$ cat config.mk
export PLATFORM = sky130hd
export DESIGN_NAME = acr_regs
export DESIGN_NICKNAME = d
export VERILOG_FILES = /design/src/include/acr_pkg.sv /design/src/core/acr_pattern_gen.sv /design/src/core/acr_regs.sv
export VERILOG_INCLUDE_DIRS = /design/src /design/src/include
export SDC_FILE = /design/constraint.sdc
export NUM_CORES = 1
export LEC_CHECK = 0
export ABC_CLOCK_PERIOD_IN_PS = 1900
export BUFFER_PORTS_ARGS = -buffer_cell sky130_fd_sc_hd__buf_2
export CAP_MARGIN = 10
export CORE_MARGIN = 5
export CORE_UTILIZATION = 37
export CTS_BUF_LIST = sky130_fd_sc_hd__clkbuf_8
export CTS_CLUSTER_SIZE = 28
export DETAILED_ROUTE_END_ITERATION = 10
export GPL_ROUTABILITY_DRIVEN = 0
export GPL_TIMING_DRIVEN = 0
export PLACE_DENSITY_LB_ADDON = 0.1
export SYNTH_ARGS = -nofsm -noshare
export SYNTH_HDL_FRONTEND = slang
export SYNTH_SLANG_ARGS = --single-unit
$ cat constraint.sdc
create_clock -name pclk -period 1.9 [get_ports pclk]
set_clock_uncertainty 0.05 [all_clocks]
set_input_delay 0 -clock pclk [delete_from_list [all_inputs] [get_ports pclk]]
set_output_delay 0 -clock pclk [all_outputs]
set_load 0.02 [all_outputs]
$ cat src/include/acr_params.svh
// Register map constants for the converter configuration bank.
`ifndef ACR_PARAMS_SVH
`define ACR_PARAMS_SVH
`define ACR_IDX_MASK 8'h05
`define ACR_IDX_MODES 8'h08
`define ACR_IDX_CLOCK 8'h09
`define ACR_IDX_TEST 8'h0D
`define ACR_IDX_OFMT 8'h14
`define ACR_IDX_UPAT_LO 8'h19
`define ACR_IDX_UPAT_HI 8'h1A
`define ACR_IDX_XFER 8'hFF
`define ACR_RST_MASK 8'h0F
`define ACR_RST_MODES 8'h00
`define ACR_RST_CLOCK 8'h01
`define ACR_RST_TEST 8'h00
`define ACR_RST_OFMT 8'h00
`define ACR_RST_UPAT 8'h00
`define ACR_RST_XFER 8'h00
`define ACR_WM_MASK 8'h3F
`define ACR_WM_MODES 8'h07
`define ACR_WM_CLOCK 8'h01
`define ACR_WM_OFMT 8'h47
`define ACR_BIT_XFER 0
`define ACR_BIT_DCS 0
`define ACR_BIT_LPLVDS 6
`define ACR_BIT_INV 2
`define ACR_BIT_FMT 0
`define ACR_BIT_PNL_RST 5
`define ACR_BIT_PNS_RST 4
`define ACR_PN23_SEED 23'h7FFFFF
`define ACR_PN9_SEED 9'h1FF
`endif

$ cat src/include/acr_pkg.sv
// Types shared by the configuration bank and its pattern generator.
package acr_pkg;
    typedef enum logic [3:0] {
        TM_OFF = 4'h0,
        TM_MID = 4'h1,
        TM_PFS = 4'h2,
        TM_NFS = 4'h3,
        TM_CHECK = 4'h4,
        TM_PN23 = 4'h5,
        TM_PN9 = 4'h6,
        TM_WTOG = 4'h7,
        TM_USER = 4'h8,
        TM_BTOG = 4'h9,
        TM_SYNC = 4'hA,
        TM_ONEHI = 4'hB,
        TM_MIXED = 4'hC
    } acr_tmode_t;
endpackage : acr_pkg

$ cat src/core/acr_pattern_gen.sv
// Per-channel test pattern generator and output formatter.
`timescale 1ns/1ps
`include "acr_params.svh"
module acr_pattern_gen #(
    parameter int DW = 12
) (
    input wire logic pclk,
    input wire logic presetn,
    input wire logic ce,
    input wire acr_pkg::acr_tmode_t mode,
    input wire logic pn_long_rst,
    input wire logic pn_short_rst,
    input wire logic twos,
    input wire logic invert,
    input wire logic [15:0] user_pat,
    input wire logic [DW-1:0] conv_data,
    output logic [DW-1:0] data_out,
    output logic test_on
);
    import acr_pkg::*;

    logic [22:0] pn23_r;
    logic [8:0] pn9_r;
    logic tog_r;
    logic [DW-1:0] alt_p;
    logic [DW-1:0] sync_p;
    logic [DW-1:0] raw;
    logic [DW-1:0] fmt;

    if (DW < 10 || DW > 16) begin : g_bad
        $error("acr_pattern_gen: DW must lie in 10..16");
    end

    for (genvar i = 0; i < DW; i++) begin : g_bits
        assign alt_p[i] = 1'(i % 2);
        assign sync_p[i] = 1'(i >= DW / 2);
    end

    // Each sequence has its own shift register so switching modes never disturbs the other.
    always_ff @(posedge pclk or negedge presetn) begin
        if (!presetn) begin
            pn23_r <= `ACR_PN23_SEED;
        end else if (ce) begin
            if (pn_long_rst) begin
                pn23_r <= `ACR_PN23_SEED; // RL7
            end else begin
                pn23_r <= {pn23_r[21:0], pn23_r[22] ^ pn23_r[17]}; // RL7
            end
        end
    end

    always_ff @(posedge pclk or negedge presetn) begin
        if (!presetn) begin
            pn9_r <= `ACR_PN9_SEED;
        end else if (ce) begin
            if (pn_short_rst) begin
                pn9_r <= `ACR_PN9_SEED; // RL7
            end else begin
                pn9_r <= {pn9_r[7:0], pn9_r[8] ^ pn9_r[4]}; // RL7
            end
        end
    end

    always_ff @(posedge pclk or negedge presetn) begin
        if (!presetn) begin
            tog_r <= 1'b0;
        end else if (ce) begin
            tog_r <= ~tog_r;
        end
    end

    always_comb begin
        unique case (mode)
            TM_MID: raw = {1'b1, {(DW-1){1'b0}}}; // RL5
            TM_PFS: raw = {DW{1'b1}};
            TM_NFS: raw = {DW{1'b0}};
            TM_CHECK: raw = tog_r ? alt_p : ~alt_p;
            TM_PN23: raw = pn23_r[22 -: DW]; // RL7
            TM_PN9: raw = {pn9_r, pn9_r[8 -: (DW-9)]}; // RL7
            TM_WTOG: raw = {DW{tog_r}}; // RL8
            TM_USER: raw = user_pat[15 -: DW]; // RL8
            TM_BTOG: raw = alt_p;
            TM_SYNC: raw = sync_p;
            TM_ONEHI: raw = {{(DW-1){1'b0}}, 1'b1};
            TM_MIXED: raw = alt_p ^ sync_p;
            default: raw = conv_data; // RL6
        endcase
    end

    // Patterns are built in offset binary and pass the same formatter as live data.
    always_comb begin
        fmt = raw;
        if (twos) begin
            fmt[DW-1] = ~raw[DW-1]; // RL9
        end
        if (invert) begin
            fmt = ~fmt; // RL9
        end
    end

    always_ff @(posedge pclk or negedge presetn) begin
        if (!presetn) begin
            data_out <= '0;
            test_on <= 1'b0;
        end else if (ce) begin
            data_out <= fmt; // RL6
            test_on <= (mode != TM_OFF); // RL6
        end
    end
endmodule : acr_pattern_gen

$ cat src/core/acr_regs.sv
// APB configuration register bank for a four-channel converter output path.
// Functional notes
// [RL1] Per-channel mask selects which channels take writes.
// [RL2] Clock channel select bits 5 and 4, default off.
// [RL3] Transfer bit copies staged settings into active.
// [RL4] Clock bit 0 enables duty stabilizer, default on.
// [RL5] Four-bit test mode field, zero means normal.
// [RL6] Nonzero test mode replaces conversion data on outputs; codes 1101 to 1111 still pass conversion data here.
// [RL7] Codes 0101 and 0110 give PN23 and PN9.
// [RL8] Code 0111 toggles words, 1000 sends user pattern.
// [RL9] Test patterns follow the selected output data format.
// [RL10] Output mode: low-power, invert, offset or twos.
// [RL11] User pattern held as low and high bytes.
`timescale 1ns/1ps
`include "acr_params.svh"
module acr_regs #(
    parameter int NCH = 4,
    parameter int DW = 12
) (
    input wire logic pclk,
    input wire logic presetn,
    input wire logic ce,
    input wire logic psel,
    input wire logic penable,
    input wire logic pwrite,
    input wire logic [11:0] paddr,
    input wire logic [31:0] pwdata,
    output logic [31:0] prdata,
    output logic pready,
    output logic pslverr,
    input wire logic [NCH*DW-1:0] conv_data,
    output logic [NCH*DW-1:0] chan_data_out,
    output logic [NCH-1:0] test_active,
    output logic dcs_enable,
    output logic lvds_low_power,
    output logic [2:0] chip_mode,
    output logic data_clock_out_select,
    output logic frame_clock_out_select
);
    import acr_pkg::*;

    // ******************************************
    // Storage
    // ******************************************
    logic [7:0] mask_r;
    logic [7:0] xfer_r;
    logic [2:0] stg_modes_r;
    logic [2:0] act_modes_r;
    logic stg_clk_r;
    logic act_clk_r;
    logic [7:0] stg_omode_r;
    logic [7:0] act_omode_r;
    logic [15:0] stg_upat_r;
    logic [15:0] act_upat_r;
    logic [7:0] stg_test_r [NCH];
    logic [7:0] act_test_r [NCH];
    logic pready_r;
    logic pslverr_r;
    logic [31:0] prdata_r;
    logic setup;
    logic wr_go;
    logic [7:0] idx;
    logic idx_ok;
    logic [7:0] rd_data;
    logic rd_hit;
    logic commit;

    if (NCH < 1 || NCH > 4) begin : g_bad
        $error("acr_regs: NCH must lie in 1..4");
    end

    // ******************************************
    // Bus slave
    // ******************************************
    assign setup = psel && !penable;
    assign idx = paddr[9:2];
    assign idx_ok = (paddr[11:10] == 2'h0) && (paddr[1:0] == 2'h0);
    assign wr_go = ce && psel && penable && pready_r && pwrite && idx_ok;
    assign commit = ce && xfer_r[`ACR_BIT_XFER];

    always_comb begin
        rd_data = 8'h00;
        rd_hit = idx_ok;
        unique case (idx)
            `ACR_IDX_MASK: rd_data = mask_r;
            `ACR_IDX_MODES: rd_data = {5'h00, stg_modes_r};
            `ACR_IDX_CLOCK: rd_data = {7'h00, stg_clk_r};
            `ACR_IDX_TEST: rd_data = stg_test_r[0];
            `ACR_IDX_OFMT: rd_data = stg_omode_r;
            `ACR_IDX_UPAT_LO: rd_data = stg_upat_r[7:0];
            `ACR_IDX_UPAT_HI: rd_data = stg_upat_r[15:8];
            `ACR_IDX_XFER: rd_data = xfer_r;
            default: rd_hit = 1'b0;
        endcase
    end

    // A registered ready keeps every bus output on a flop and still adds no wait state.
    always_ff @(posedge pclk or negedge presetn) begin
        if (!presetn) begin
            pready_r <= 1'b0;
            pslverr_r <= 1'b0;
            prdata_r <= 32'h0000_0000;
        end else if (ce) begin
            pready_r <= setup;
            pslverr_r <= setup && !rd_hit;
            prdata_r <= (setup && !pwrite) ? {24'h00_0000, rd_data} : 32'h0000_0000;
        end
    end

    assign pready = pready_r;
    assign pslverr = pslverr_r;
    assign prdata = prdata_r;

    // ******************************************
    // Global registers
    // ******************************************
    always_ff @(posedge pclk or negedge presetn) begin
        if (!presetn) begin
            mask_r <= `ACR_RST_MASK;
        end else if (wr_go && idx == `ACR_IDX_MASK) begin
            mask_r <= pwdata[7:0] & `ACR_WM_MASK; // RL1 RL2
        end
    end

    // Set by software, cleared by hardware one enabled cycle later.
    always_ff @(posedge pclk or negedge presetn) begin
        if (!presetn) begin
            xfer_r <= `ACR_RST_XFER;
        end else if (wr_go && idx == `ACR_IDX_XFER) begin
            xfer_r <= {7'h00, pwdata[`ACR_BIT_XFER]}; // RL3
        end else if (commit) begin
            xfer_r <= `ACR_RST_XFER; // RL3
        end
    end

    always_ff @(posedge pclk or negedge presetn) begin
        if (!presetn) begin
            stg_modes_r <= 3'(`ACR_RST_MODES);
            stg_clk_r <= 1'(`ACR_RST_CLOCK);
            stg_omode_r <= `ACR_RST_OFMT;
        end else if (wr_go) begin
            if (idx == `ACR_IDX_MODES) begin
                stg_modes_r <= pwdata[2:0] & 3'(`ACR_WM_MODES);
            end
            if (idx == `ACR_IDX_CLOCK) begin
                stg_clk_r <= pwdata[`ACR_BIT_DCS]; // RL4
            end
            if (idx == `ACR_IDX_OFMT) begin
                stg_omode_r <= pwdata[7:0] & `ACR_WM_OFMT; // RL10
            end
        end
    end

    always_ff @(posedge pclk or negedge presetn) begin
        if (!presetn) begin
            stg_upat_r <= {`ACR_RST_UPAT, `ACR_RST_UPAT};
        end else if (wr_go) begin
            if (idx == `ACR_IDX_UPAT_LO) begin
                stg_upat_r[7:0] <= pwdata[7:0]; // RL11
            end
            if (idx == `ACR_IDX_UPAT_HI) begin
                stg_upat_r[15:8] <= pwdata[7:0]; // RL11
            end
        end
    end

    // Staged values reach the datapath only on a transfer, so a half-written setup never shows.
    always_ff @(posedge pclk or negedge presetn) begin
        if (!presetn) begin
            act_modes_r <= 3'(`ACR_RST_MODES);
            act_clk_r <= 1'(`ACR_RST_CLOCK);
            act_omode_r <= `ACR_RST_OFMT;
            act_upat_r <= {`ACR_RST_UPAT, `ACR_RST_UPAT};
        end else if (commit) begin
            act_modes_r <= stg_modes_r; // RL3
            act_clk_r <= stg_clk_r; // RL3 RL4
            act_omode_r <= stg_omode_r; // RL3 RL10
            act_upat_r <= stg_upat_r; // RL3 RL11
        end
    end

    always_ff @(posedge pclk or negedge presetn) begin
        if (!presetn) begin
            dcs_enable <= 1'(`ACR_RST_CLOCK);
            lvds_low_power <= 1'b0;
            chip_mode <= 3'(`ACR_RST_MODES);
            data_clock_out_select <= 1'b0;
            frame_clock_out_select <= 1'b0;
        end else if (ce) begin
            dcs_enable <= act_clk_r; // RL4
            lvds_low_power <= act_omode_r[`ACR_BIT_LPLVDS]; // RL10
            chip_mode <= act_modes_r;
            data_clock_out_select <= mask_r[5]; // RL2
            frame_clock_out_select <= mask_r[4]; // RL2
        end
    end

    // ******************************************
    // Channels
    // ******************************************
    for (genvar c = 0; c < NCH; c++) begin : g_ch
        always_ff @(posedge pclk or negedge presetn) begin
            if (!presetn) begin
                stg_test_r[c] <= `ACR_RST_TEST;
            end else if (wr_go && idx == `ACR_IDX_TEST && mask_r[c]) begin
                stg_test_r[c] <= pwdata[7:0]; // RL1 RL5
            end
        end

        always_ff @(posedge pclk or negedge presetn) begin
            if (!presetn) begin
                act_test_r[c] <= `ACR_RST_TEST;
            end else if (commit) begin
                act_test_r[c] <= stg_test_r[c]; // RL3
            end
        end

        acr_pattern_gen #(
            .DW(DW)
        ) u_gen (
            .pclk(pclk),
            .presetn(presetn),
            .ce(ce),
            .mode(acr_tmode_t'(act_test_r[c][3:0])), // RL5
            .pn_long_rst(act_test_r[c][`ACR_BIT_PNL_RST]),
            .pn_short_rst(act_test_r[c][`ACR_BIT_PNS_RST]),
            .twos(act_omode_r[`ACR_BIT_FMT]), // RL9
            .invert(act_omode_r[`ACR_BIT_INV]), // RL9
            .user_pat(act_upat_r),
            .conv_data(conv_data[c*DW +: DW]),
            .data_out(chan_data_out[c*DW +: DW]),
            .test_on(test_active[c])
        );

    end
endmodule : acr_regs

==> flow_summary.toml, run 1 <==
[sta]
slew_viol_final = 0
fin_hold_ws_ns = -0.0605
worstMarginPinSlew_ns = 1.16
fmax_ghz = 0.493
setup_ws_ns = -0.127
relSlewSlack_pct = 22.9
rsz0062_at_grt = "true"
period_minus_slack_ns = 2.03
hold_viol_final = 1
setup_viol = 30
finalCritPeriodShare_pct = 107

[logic_synthesis]
synth_most_common_cell = "nor2_1"
synth-xor-area-share_pct = 3.51
synth_area_sq_um = 15200
netlist.area_leader.share_pct = 27.3
syn_area_per_cell_sq_um = 9.73
synth-compound-area-share_pct = 16.1
ys_seq_area_share_pct = 50.5
ys_seq_elements = 301
async_reset_ff_share_pct = 100
synth_cells = 1567
synth_flop_cell = "dfrtp_1"
synthMuxAreaShare_pct = 8.76
synth_common_cells = "354 x nor2_1, 192 x a21oi_1, 166 x dfrtp_1, 135 x dfstp_2, 114 x mux2_2"
yosysTopAreaCell = "dfrtp_1"
synthTopCellsByArea = "dfrtp_1 27%, dfstp_2 23%, nor2_1 8.7%, mux2_2 8.4%, a21oi_1 6.3%"
synth_top_family_by_area = "simple AND/OR/NAND/NOR gates"
synth-edff-count = 0
synthAdderAreaFrac_pct = 0
synthSimpleGateAreaFrac_pct = 16.2
ys_types = 73
yosysWarnings = 0

[grt]
grt_overflow_total = 0
first_global_vias = 13200
antenna_found_initial = 0
grt_usage_pct = 22.5
grt_pass1_wl_mm = 79.2
globalRouteMet3Util_pct = 3.45
gr-usage-met1_pct = 31.5
grt_busiest_layer = "met2"
grt_max_degree = 95
gr-usage-met2_pct = 34.8

[detailed_routing]
via_per_inst = 5.35
firstDrtPassIters = 8
drc = 0
drtAntennaViolNets = 0
route.vias.total = 13500
wirelength_mm = 53.1
post_drt_wl_per_cell_microns = 21.1
drtIter0Drc = 1116

[power_and_ir_drop]
peakVddDrop_mv = 0.551
p_per_area_nw_per_um2 = 793
leakage_nw = 9.28

[die]
row_count = 74
start_util_pct = 37.3
fp.dieW_microns = 213
die_h_microns = 213
core_sq_um = 40800
die-area_sq_um = 45300
io_pins = 191

[outcome]
failed_checks = "negative hold slack, negative setup slack"
outcome = "finished with violations"

[worst_setup_path]
crit_path_start_kind = "flop"
required_ns = 2.32
path_max_fanout = 7
worstSetupPathType = "reg2reg"
cp.arrival_ns = 2.45
worstSetupEndpointType = "flop"

[placed_design]
io_buffers = 140
place_area_sq_um = 16800
post-dp-hpwl_mm = 35.2

[hold_path]
hp-class = "in2reg"

[cts]
clk_pin_slew_ns = 0.06
cts_tree = "built"
cts_buffers = 53
clk_latency_ns = 0.66
cts_root_buffer = "clkbuf_8"
cts_max_level = 2
clock-sinks = 301
cts_buffer_depth = 3

[finish]
nNetsFinal = 2045
n_fill_cell = 3763
antenna_cells = 0
fin_area_sq_um = 20900
areaGrowthSynthToFinish_pct = 37.1
layout-drive-gt1-share_pct = 40.9

[job]
drv_cap = 0
routing by layer:
layer | routed length [microns] | part of all wire (%)
met5 | 0 | 0
met4 | 2280 | 4.3
met3 | 3090 | 5.8
met2 | 24200 | 46
met1 | 23600 | 44
worst paths after layout:
check	from	to	slack [ns]	depth (start not counted)
worst max-delay path	act_test_r[19]$_DFFE_PN0P_	g_ch[1].u_gen.data_out[7]$_DFFE_PN0P_	-0.13	8
worst min-delay path	paddr[7]	pslverr$_DFFE_PN0P_	-0.06	5
worst max register to register	act_test_r[19]$_DFFE_PN0P_	g_ch[1].u_gen.data_out[7]$_DFFE_PN0P_	-0.13	8
worst min register to register	g_ch[1].u_gen.pn23_r[9]$_DFFE_PN1P_	g_ch[1].u_gen.pn23_r[10]$_DFFE_PN1P_	0.43	2
max in group asynchronous	presetn	g_ch[0].u_gen.pn9_r[4]$_DFFE_PN1P_	0.28	5
min in group asynchronous	presetn	g_ch[3].u_gen.pn23_r[9]$_DFFE_PN1P_	0.57	3
timing repair:
| item | CTS | global route |
|---|---|---|
| buffers inserted | 40 | 32 |
| setup endpoints to repair | 106 | 136 |
| hold buffers | 79 | 1 |
| hold endpoints to repair | 299 | 1 |
| cloned | 6 | 5 |
| gates resized for setup | 263 | 143 |
| pin swaps | 88 | 107 |
power breakdown:
part           switching, mW  internal, mW  total [mW]
sequential             0.596          7.45        8.05
combinational           1.30         0.917        2.22
clock                   2.85          3.45        6.30
total                   4.75          11.8        16.6
stage by stage:
step           total power [mW]  setup TNS (ns)  utilization (%)  std cells  worst slack [ns]
2_1_floorplan              9.20         -0.0587                -       1590           -0.0198
3_3_place_gp               10.0        -1384.12             41.0       2262             -5.08
3_5_place_dp               10.1         -126.07             41.2       2266             -1.02
4_1_cts                    16.7           -1.54             49.1       2486            -0.110
5_1_grt                    17.3           -4.50             51.2       2523            -0.201
6_report                   16.6           -1.24             51.2       2523            -0.127
registers in the layout, indices dropped and copies added (netlist names), 3 cells and up:
signal / cells
act_upat_r: 12
chip_mode: 3
g_ch.u_gen.data_out: 48
act_omode_r: 3
stg_omode_r: 4
stg_modes_r: 3
g_ch.u_gen.test_on: 4
g_ch.u_gen.tog_r: 4
mask_r: 6
act_test_r: 24
g_ch.u_gen.pn23_r: 92
act_modes_r: 3
prdata: 8
stg_test_r: 26
stg_upat_r: 16
g_ch.u_gen.pn9_r: 36
kinds of logic (layout without fill, tap and decap cells):
kind of cell | Yosys count | after routing
AND/OR/NAND/NOR | 532 | 533
flip-flops | 301 | 301
multiplexers | 119 | 119
AO/OA/AOI/OAI | 388 | 388
buffers and inverters | 165 | 565
other | 1 | 24
XOR/XNOR | 61 | 61
cell usage in the layout, fill, tap and decap left out, drive strengths merged, types with 7 or more instances in the layout:
cell         count
nor2           356
buf            298
a21oi          193
dfrtp          166
clkbuf         137
dfstp          135
mux2           115
dlygate4sd3     79
nand2           48
o21ai           45
inv             43
xor2            34
xnor2           27
a222oi          24
conb            24
o22ai           23
nand3           22
a22oi           21
nor2b           20
a31oi           19
nor3            16
and3            11
nand2b          10
nor4             8
nor4bb           7
cell type report:
class                      instances  area, sq um  share of cell area [%]
buffer                           142         1040                    4.98
clock buffer                      70          963                    4.61
clock inverter                    29          169                   0.808
inverter                          19         78.8                   0.377
multi-input combinational       1125         7870                    37.7
sequential                       301         7720                    36.9
tap                              532          666                    3.19
timing repair buffer             305         2390                    11.4
worst max-delay path: stages, from the launching register on:
cell      delay (ns)
dfrtp_1         0.42
buf_8           0.16
nor4b_4         0.14
buf_4           0.15
a222oi_1        0.40
nand3_1         0.18
o21ai_2         0.10
xor2_1          0.15
a21oi_1         0.08
Power figures use the tool's default switching activity.
==> inputs of run 2 (changes only) <==
--- a/config.mk
+++ b/config.mk
@@ -17,6 +17,7 @@
 export GPL_ROUTABILITY_DRIVEN = 0
 export GPL_TIMING_DRIVEN = 0
 export PLACE_DENSITY_LB_ADDON = 0.1
+export REMOVE_ABC_BUFFERS = 1
 export SYNTH_ARGS = -nofsm -noshare
 export SYNTH_HDL_FRONTEND = slang
 export SYNTH_SLANG_ARGS = --single-unit
==> run 2 against run 1 <==
The flow still finishes with violations (negative hold slack, negative setup slack). Worst hold slack got worse by 0.12 ns. Flip-flop and latch count unchanged. Sequential power about the same. Non-clock buffer count decreased by 83. Critical path depth decreased by 1. Clock power increased by 2%. Register-to-register slack got worse by 0.04 ns. Largest cell class is now sequential cells. Core utilization decreased by 1.1 points. Global-route usage decreased by 2.2 points. Power decreased by 0.27%. First-iteration DRC count decreased by 4.6%.
==> flow_summary.toml, run 2 (same netlist as run 1, synthesis figures left out) <==
[finish]
top_regs = "g_ch.u_gen.pn23_r x92, g_ch.u_gen.data_out x48, g_ch.u_gen.pn9_r x36"
fin_area_sq_um = 20400
antenna_cells = 0
areaGrowthSynthToFinish_pct = 34.2
layout-drive-gt1-share_pct = 39.0
final_cell_count_no_fill = 2443
final_cell_mix = "337 x nor2_1, 183 x a21oi_1, 145 x dfrtp_1"
nNetsFinal = 1964
final_util_pct = 50.1
largest_register_ffs = 92
final_common_cell = "nor2_1"
top_register = "g_ch.u_gen.pn23_r"

[grt]
grt_usage_pct = 20.3
gr-usage-met2_pct = 32.0
gr-usage-met1_pct = 28.0
antenna_found_initial = 0
globalRouteMet3Util_pct = 3.66
first_global_vias = 12800
grt_overflow_total = 0
grt_busiest_layer = "met2"
grt_max_degree = 176
grt_pass1_wl_mm = 73.0

[cts]
cts_buffers = 54
clk_pin_slew_ns = 0.06
cts_buffer_depth = 3
cts_tree = "built"
clock-sinks = 301
cts_max_level = 2
cts_root_buffer = "clkbuf_8"
clk_latency_ns = 0.63

[die]
die-area_sq_um = 45300
core_sq_um = 40800
die_h_microns = 213
start_util_pct = 37.3
io_pins = 191
fp.dieW_microns = 213
row_count = 74

[sta]
period_minus_slack_ns = 2.07
rsz0062_at_grt = "true"
fmax_ghz = 0.483
hold_viol_final = 49
finalCritPeriodShare_pct = 109
tns_ns = -2.30
relSlewSlack_pct = 39.1
fin_hold_ws_ns = -0.180
worstMarginPinSlew_ns = 0.914
slew_viol_final = 0
setup_viol = 39
setup_ws_ns = -0.171

[detailed_routing]
wirelength_mm = 47.2
drtAntennaViolNets = 0
via_per_inst = 5.29
firstDrtPassIters = 5
post_drt_wl_per_cell_microns = 19.3
route.vias.total = 12900
drtIter0Drc = 1065
drc = 0

[placed_design]
io_buffers = 142
place_area_sq_um = 16300
post-dp-hpwl_mm = 26.8
dp.cells = 2129

[worst_setup_path]
worstSetupEndpointType = "flop"
crit_path_start_kind = "flop"
cp.arrival_ns = 2.50
worstSetupPathType = "reg2reg"
required_ns = 2.33
path_max_fanout = 5

[power_and_ir_drop]
peakVddDrop_mv = 0.536
leakage_nw = 9.10
p_per_area_nw_per_um2 = 808

[job]
drv_cap = 0

[outcome]
failed_checks = "negative hold slack, negative setup slack"
outcome = "finished with violations"

[hold_path]
hp-class = "in2reg"
==> run 2: changes by cell type in the layout (fill, tap and decap cells not counted), moves of 10 or more <==
| cell | before | now |
|---|---|---|
| buf_8 | 17 | 4 |
| clkbuf_1 | 38 | 0 |
| dlygate4sd3_1 | 79 | 104 |
| buf_4 | 93 | 63 |
| buf_1 | 15 | 0 |
| dfrtp_4 | 0 | 16 |
| clkbuf_8 | 80 | 70 |
==> run 2: path summary, 6_finish.rpt <==
check,start,endpoint,slack [ns],cells after the start
hold reg to reg,stg_test_r[21]$_DFFE_PN0P_,act_test_r[21]$_DFFE_PN0P_,0.45,1
setup reg to reg,act_test_r[16]$_DFFE_PN0P_,g_ch[1].u_gen.data_out[6]$_DFFE_PN0P_,-0.17,7
max in group asynchronous,presetn,act_omode_r[2]$_DFFE_PN0P_,0.39,4
setup / recovery,act_test_r[16]$_DFFE_PN0P_,g_ch[1].u_gen.data_out[6]$_DFFE_PN0P_,-0.17,7
hold / removal,ce,g_ch[0].u_gen.test_on$_DFFE_PN0P_,-0.18,2
min in group asynchronous,presetn,g_ch[1].u_gen.data_out[3]$_DFFE_PN0P_,0.13,3
==> run 2: power breakdown <==
group          total [mW]  switching (mW)  internal (mW)
Clock                6.43            2.87           3.57
Combinational        2.03            1.12          0.905
Sequential           8.06           0.617           7.45
==> run 2: layout make-up <==
type,count,area (sq um)
fillers,3784,20400
well taps,532,666
flip-flops and latches,301,7770
repair buffers,364,3090
inverters,19,71.3
clock inverters,31,184
clock buffers,70,963
multi-input cells,1126,7700
==> run 2: critical path, stage by stage (launching register included) <==
cell and delay (ns):
dfrtp_4 0.51, nor4bb_4 0.17, buf_4 0.16, a222oi_1 0.47, nand4_1 0.19, o21ai_1 0.13, xor2_1 0.15, a21oi_1 0.07
==> run 2: through the flow <==
stage | power, mW | worst slack [ns]
after floorplan | 9.03 | -0.755
after global placement | 9.86 | -7.11
after detailed placement | 9.87 | -0.917
after CTS | 16.7 | -0.149
after global routing | 17.4 | -0.233
final | 16.5 | -0.171
==> run 2: what timing repair did <==
| item | in CTS | in global routing |
|---|---|---|
| gates cloned | 4 | 2 |
| hold buffers | 104 | 2 |
| setup endpoints to repair | 59 | 66 |
| resized for setup | 181 | 101 |
| endpoints found under the hold margin | 268 | 60 |
| pin swaps | 84 | 72 |
| buffers inserted | 93 | 11 |
==> run 2: metal layers <==
layer	wire length, microns	share of wire, %
met1	21400	45
met2	21900	46
met3	2380	5.0
met4	1510	3.2
met5	0	0
==> inputs of run 3 (changes only) <==
--- a/config.mk
+++ b/config.mk
@@ -6,7 +6,7 @@
 export SDC_FILE = /design/constraint.sdc
 export NUM_CORES = 1
 export LEC_CHECK = 0
-export ABC_CLOCK_PERIOD_IN_PS = 1900
+export ABC_CLOCK_PERIOD_IN_PS = 2600
 export BUFFER_PORTS_ARGS = -buffer_cell sky130_fd_sc_hd__buf_2
 export CAP_MARGIN = 10
 export CORE_MARGIN = 5
@@ -16,7 +16,6 @@
 export DETAILED_ROUTE_END_ITERATION = 10
 export GPL_ROUTABILITY_DRIVEN = 0
 export GPL_TIMING_DRIVEN = 0
-export PLACE_DENSITY_LB_ADDON = 0.1
 export REMOVE_ABC_BUFFERS = 1
 export SYNTH_ARGS = -nofsm -noshare
 export SYNTH_HDL_FRONTEND = slang
==> constraint.sdc (replaced) <==
create_clock -name pclk -period 2.6 [get_ports pclk]
set_clock_uncertainty 0.05 [all_clocks]
set_input_delay 0 -clock pclk [delete_from_list [all_inputs] [get_ports pclk]]
set_output_delay 0 -clock pclk [all_outputs]
set_load 0.02 [all_outputs]
==> run 3 against run 2 <==
The flow now finishes without violations. Clock power shrank 24%. Sequential share of layout area grew 3.9 points. Routed wire length fell by 12%. Largest power group unchanged. Via count down 5.8%. Final cell count down 5.2%. Global-route usage fell by 2.6 points. Combinational power is 33% lower. Non-clock buffer count decreased by 128. Sequential power down 27%. Register-to-register slack improved by 0.31 ns. Die area stayed put.
==> flow_summary.toml, run 3 (same netlist as run 1, synthesis figures left out) <==
[outcome]
outcome = "complete, no violations"

[finish]
nNetsFinal = 1835
multi_input_area_sq_um = 7000
top_register = "g_ch.u_gen.pn23_r"
n_fill_cell = 3860
areaGrowthSynthToFinish_pct = 20.9
final_cell_mix = "352 x nor2_1, 192 x a21oi_1, 153 x dfrtp_1"
largest_register_ffs = 92
seqCellArea_sq_um = 7720
top_regs = "g_ch.u_gen.pn23_r x92, g_ch.u_gen.data_out x48, g_ch.u_gen.pn9_r x36"
final_common_cell = "nor2_1"
layout-drive-gt1-share_pct = 30.3

[die]
die-area_sq_um = 45300
fp.dieW_microns = 213
die_h_microns = 213
start_util_pct = 37.3
io_pins = 191
row_count = 74
core_sq_um = 40800

[cts]
cts_buffers = 55
clk_latency_ns = 0.66
clock-sinks = 301
clk_pin_slew_ns = 0.06
cts_buffer_depth = 3
cts_max_level = 2
cts_tree = "built"
cts_root_buffer = "clkbuf_8"

[worst_setup_path]
worstSetupPathType = "in2reg"
cp.arrival_ns = 2.98
path_max_fanout = 8
r2r_start = "act_test_r[9]$_DFFE_PN0P_"
r2r_cells = 6
startpoint = "paddr[3]"
required_ns = 3.11
worstSetupEndpointType = "flop"
crit_path_start_kind = "input port"

[power_and_ir_drop]
p_per_area_nw_per_um2 = 657
peakVddDrop_mv = 0.370
leakage_nw = 8.17

[grt]
grt_overflow_total = 0
grt_max_degree = 168
antenna_found_initial = 1
grt_pass1_wl_mm = 64.6
grt_usage_pct = 17.7
first_global_vias = 11700

[detailed_routing]
drtAntennaViolNets = 0
wirelength_mm = 41.4
drc = 0
drtIter0Drc = 991
firstDrtPassIters = 7
route.vias.total = 12200
post_drt_wl_per_cell_microns = 17.9
via_per_inst = 5.26

[placed_design]
io_buffers = 142
post-place-ws_ns = -0.292
post-dp-hpwl_mm = 26.1

[sta]
setup_viol = 0
relSlewSlack_pct = 39.3
setup_ws_ns = 0.125
slew_viol_final = 0
fmax_ghz = 0.404
rsz0062_at_grt = "false"
finalCritPeriodShare_pct = 95.2
hold_viol_final = 0
worstMarginPinSlew_ns = 0.911
period_minus_slack_ns = 2.47
fin_hold_ws_ns = 0.0936

[hold_path]
min-delay-start = "paddr[4]"
hp-class = "in2reg"
hold-path-cell-count = 6

[job]
drv_cap = 0
==> run 3: cell count changes in the layout (fill, tap and decap cells not counted), moves of 15 or more <==
cell / delta
buf_6: -31
buf_4: -62
o21ai_0: +28
dlygate4sd3_1: -23
nor2_1: +15
o21ai_1: -18
dfrtp_4: -15
==> run 3: path summary, 6_finish.rpt <==
check | slack, ns | endpoint
worst max-delay path | 0.13 | prdata[3]$_DFFE_PN0P_
worst min-delay path | 0.09 | stg_clk_r$_DFFE_PN1P_
worst max register to register | 0.14 | g_ch[2].u_gen.data_out[3]$_DFFE_PN0P_
worst min register to register | 0.43 | act_test_r[11]$_DFFE_PN0P_
max in group asynchronous | 1.65 | act_omode_r[2]$_DFFE_PN0P_
min in group asynchronous | 0.18 | g_ch[1].u_gen.pn23_r[19]$_DFFE_PN1P_
==> run 3: what timing repair did <==
action                                 CTS  global route
pin swaps                                0             1
hold buffers                            83             0
endpoints found under the hold margin  352             0
buffers inserted                         0             1
setup endpoints to repair               23            28
gates cloned                             0             0
gates resized for setup                 13            15
==> run 3: per-layer routing <==
layer | up-vias | part of all wire [%] | wire length, microns | global-route usage, %
li1 | 5820 | - | - | -
met1 | 5987 | 46 | 18900 | 24.8
met2 | 303 | 47 | 19600 | 28.0
met3 | 66 | 4.7 | 1940 | 3.07
met4 | 0 | 2.4 | 1010 | 5.91
met5 | - | 0 | 0 | 0
==> run 3: final cells by class <==
type | instances | area share [%]
sequential | 301 | 41.9
inverter | 19 | 0.387
timing repair buffer | 236 | 9.51
clock inverter | 36 | 1.56
clock buffer | 67 | 5.01
multi-input combinational | 1124 | 38.0
tap | 532 | 3.61
antenna | 1 | 0.0136
==> run 3: where the power goes <==
| part | internal [mW] | leakage [nW] | switching (mW) |
|---|---|---|---|
| registers | 5.44 | 3.57 | 0.420 |
| logic | 0.575 | 3.90 | 0.790 |
| clock network | 2.76 | 0.702 | 2.11 |
| total | 8.77 | 8.17 | 3.32 |
==> run 3: per-stage QoR <==
stage | instances | TNS [ns] | instance area, sq um | util [%] | total power, mW
after floorplan | 1444 | -0.171 | 14600 | - | 6.60
after global placement | 2118 | -1971.79 | 16000 | 39.2 | 7.18
after detailed placement | 2128 | -1.14 | 16200 | 39.7 | 7.20
after CTS | 2314 | 0 | 18300 | 44.9 | 12.2
after global routing | 2316 | 0 | 18400 | 45.1 | 12.7
final | 2316 | 0 | 18400 | 45.1 | 12.1
==> run 3: worst max-delay path, cell delays in order <==
cell and delay [ns]:
dlygate4sd3_1 0.54, buf_2 0.17, nor4_4 0.35, dlygate4sd3_1 0.61, nand2b_1 0.12, nor2b_1 0.23
nor4_1 0.12, or4_1 0.66, o22ai_2 0.18
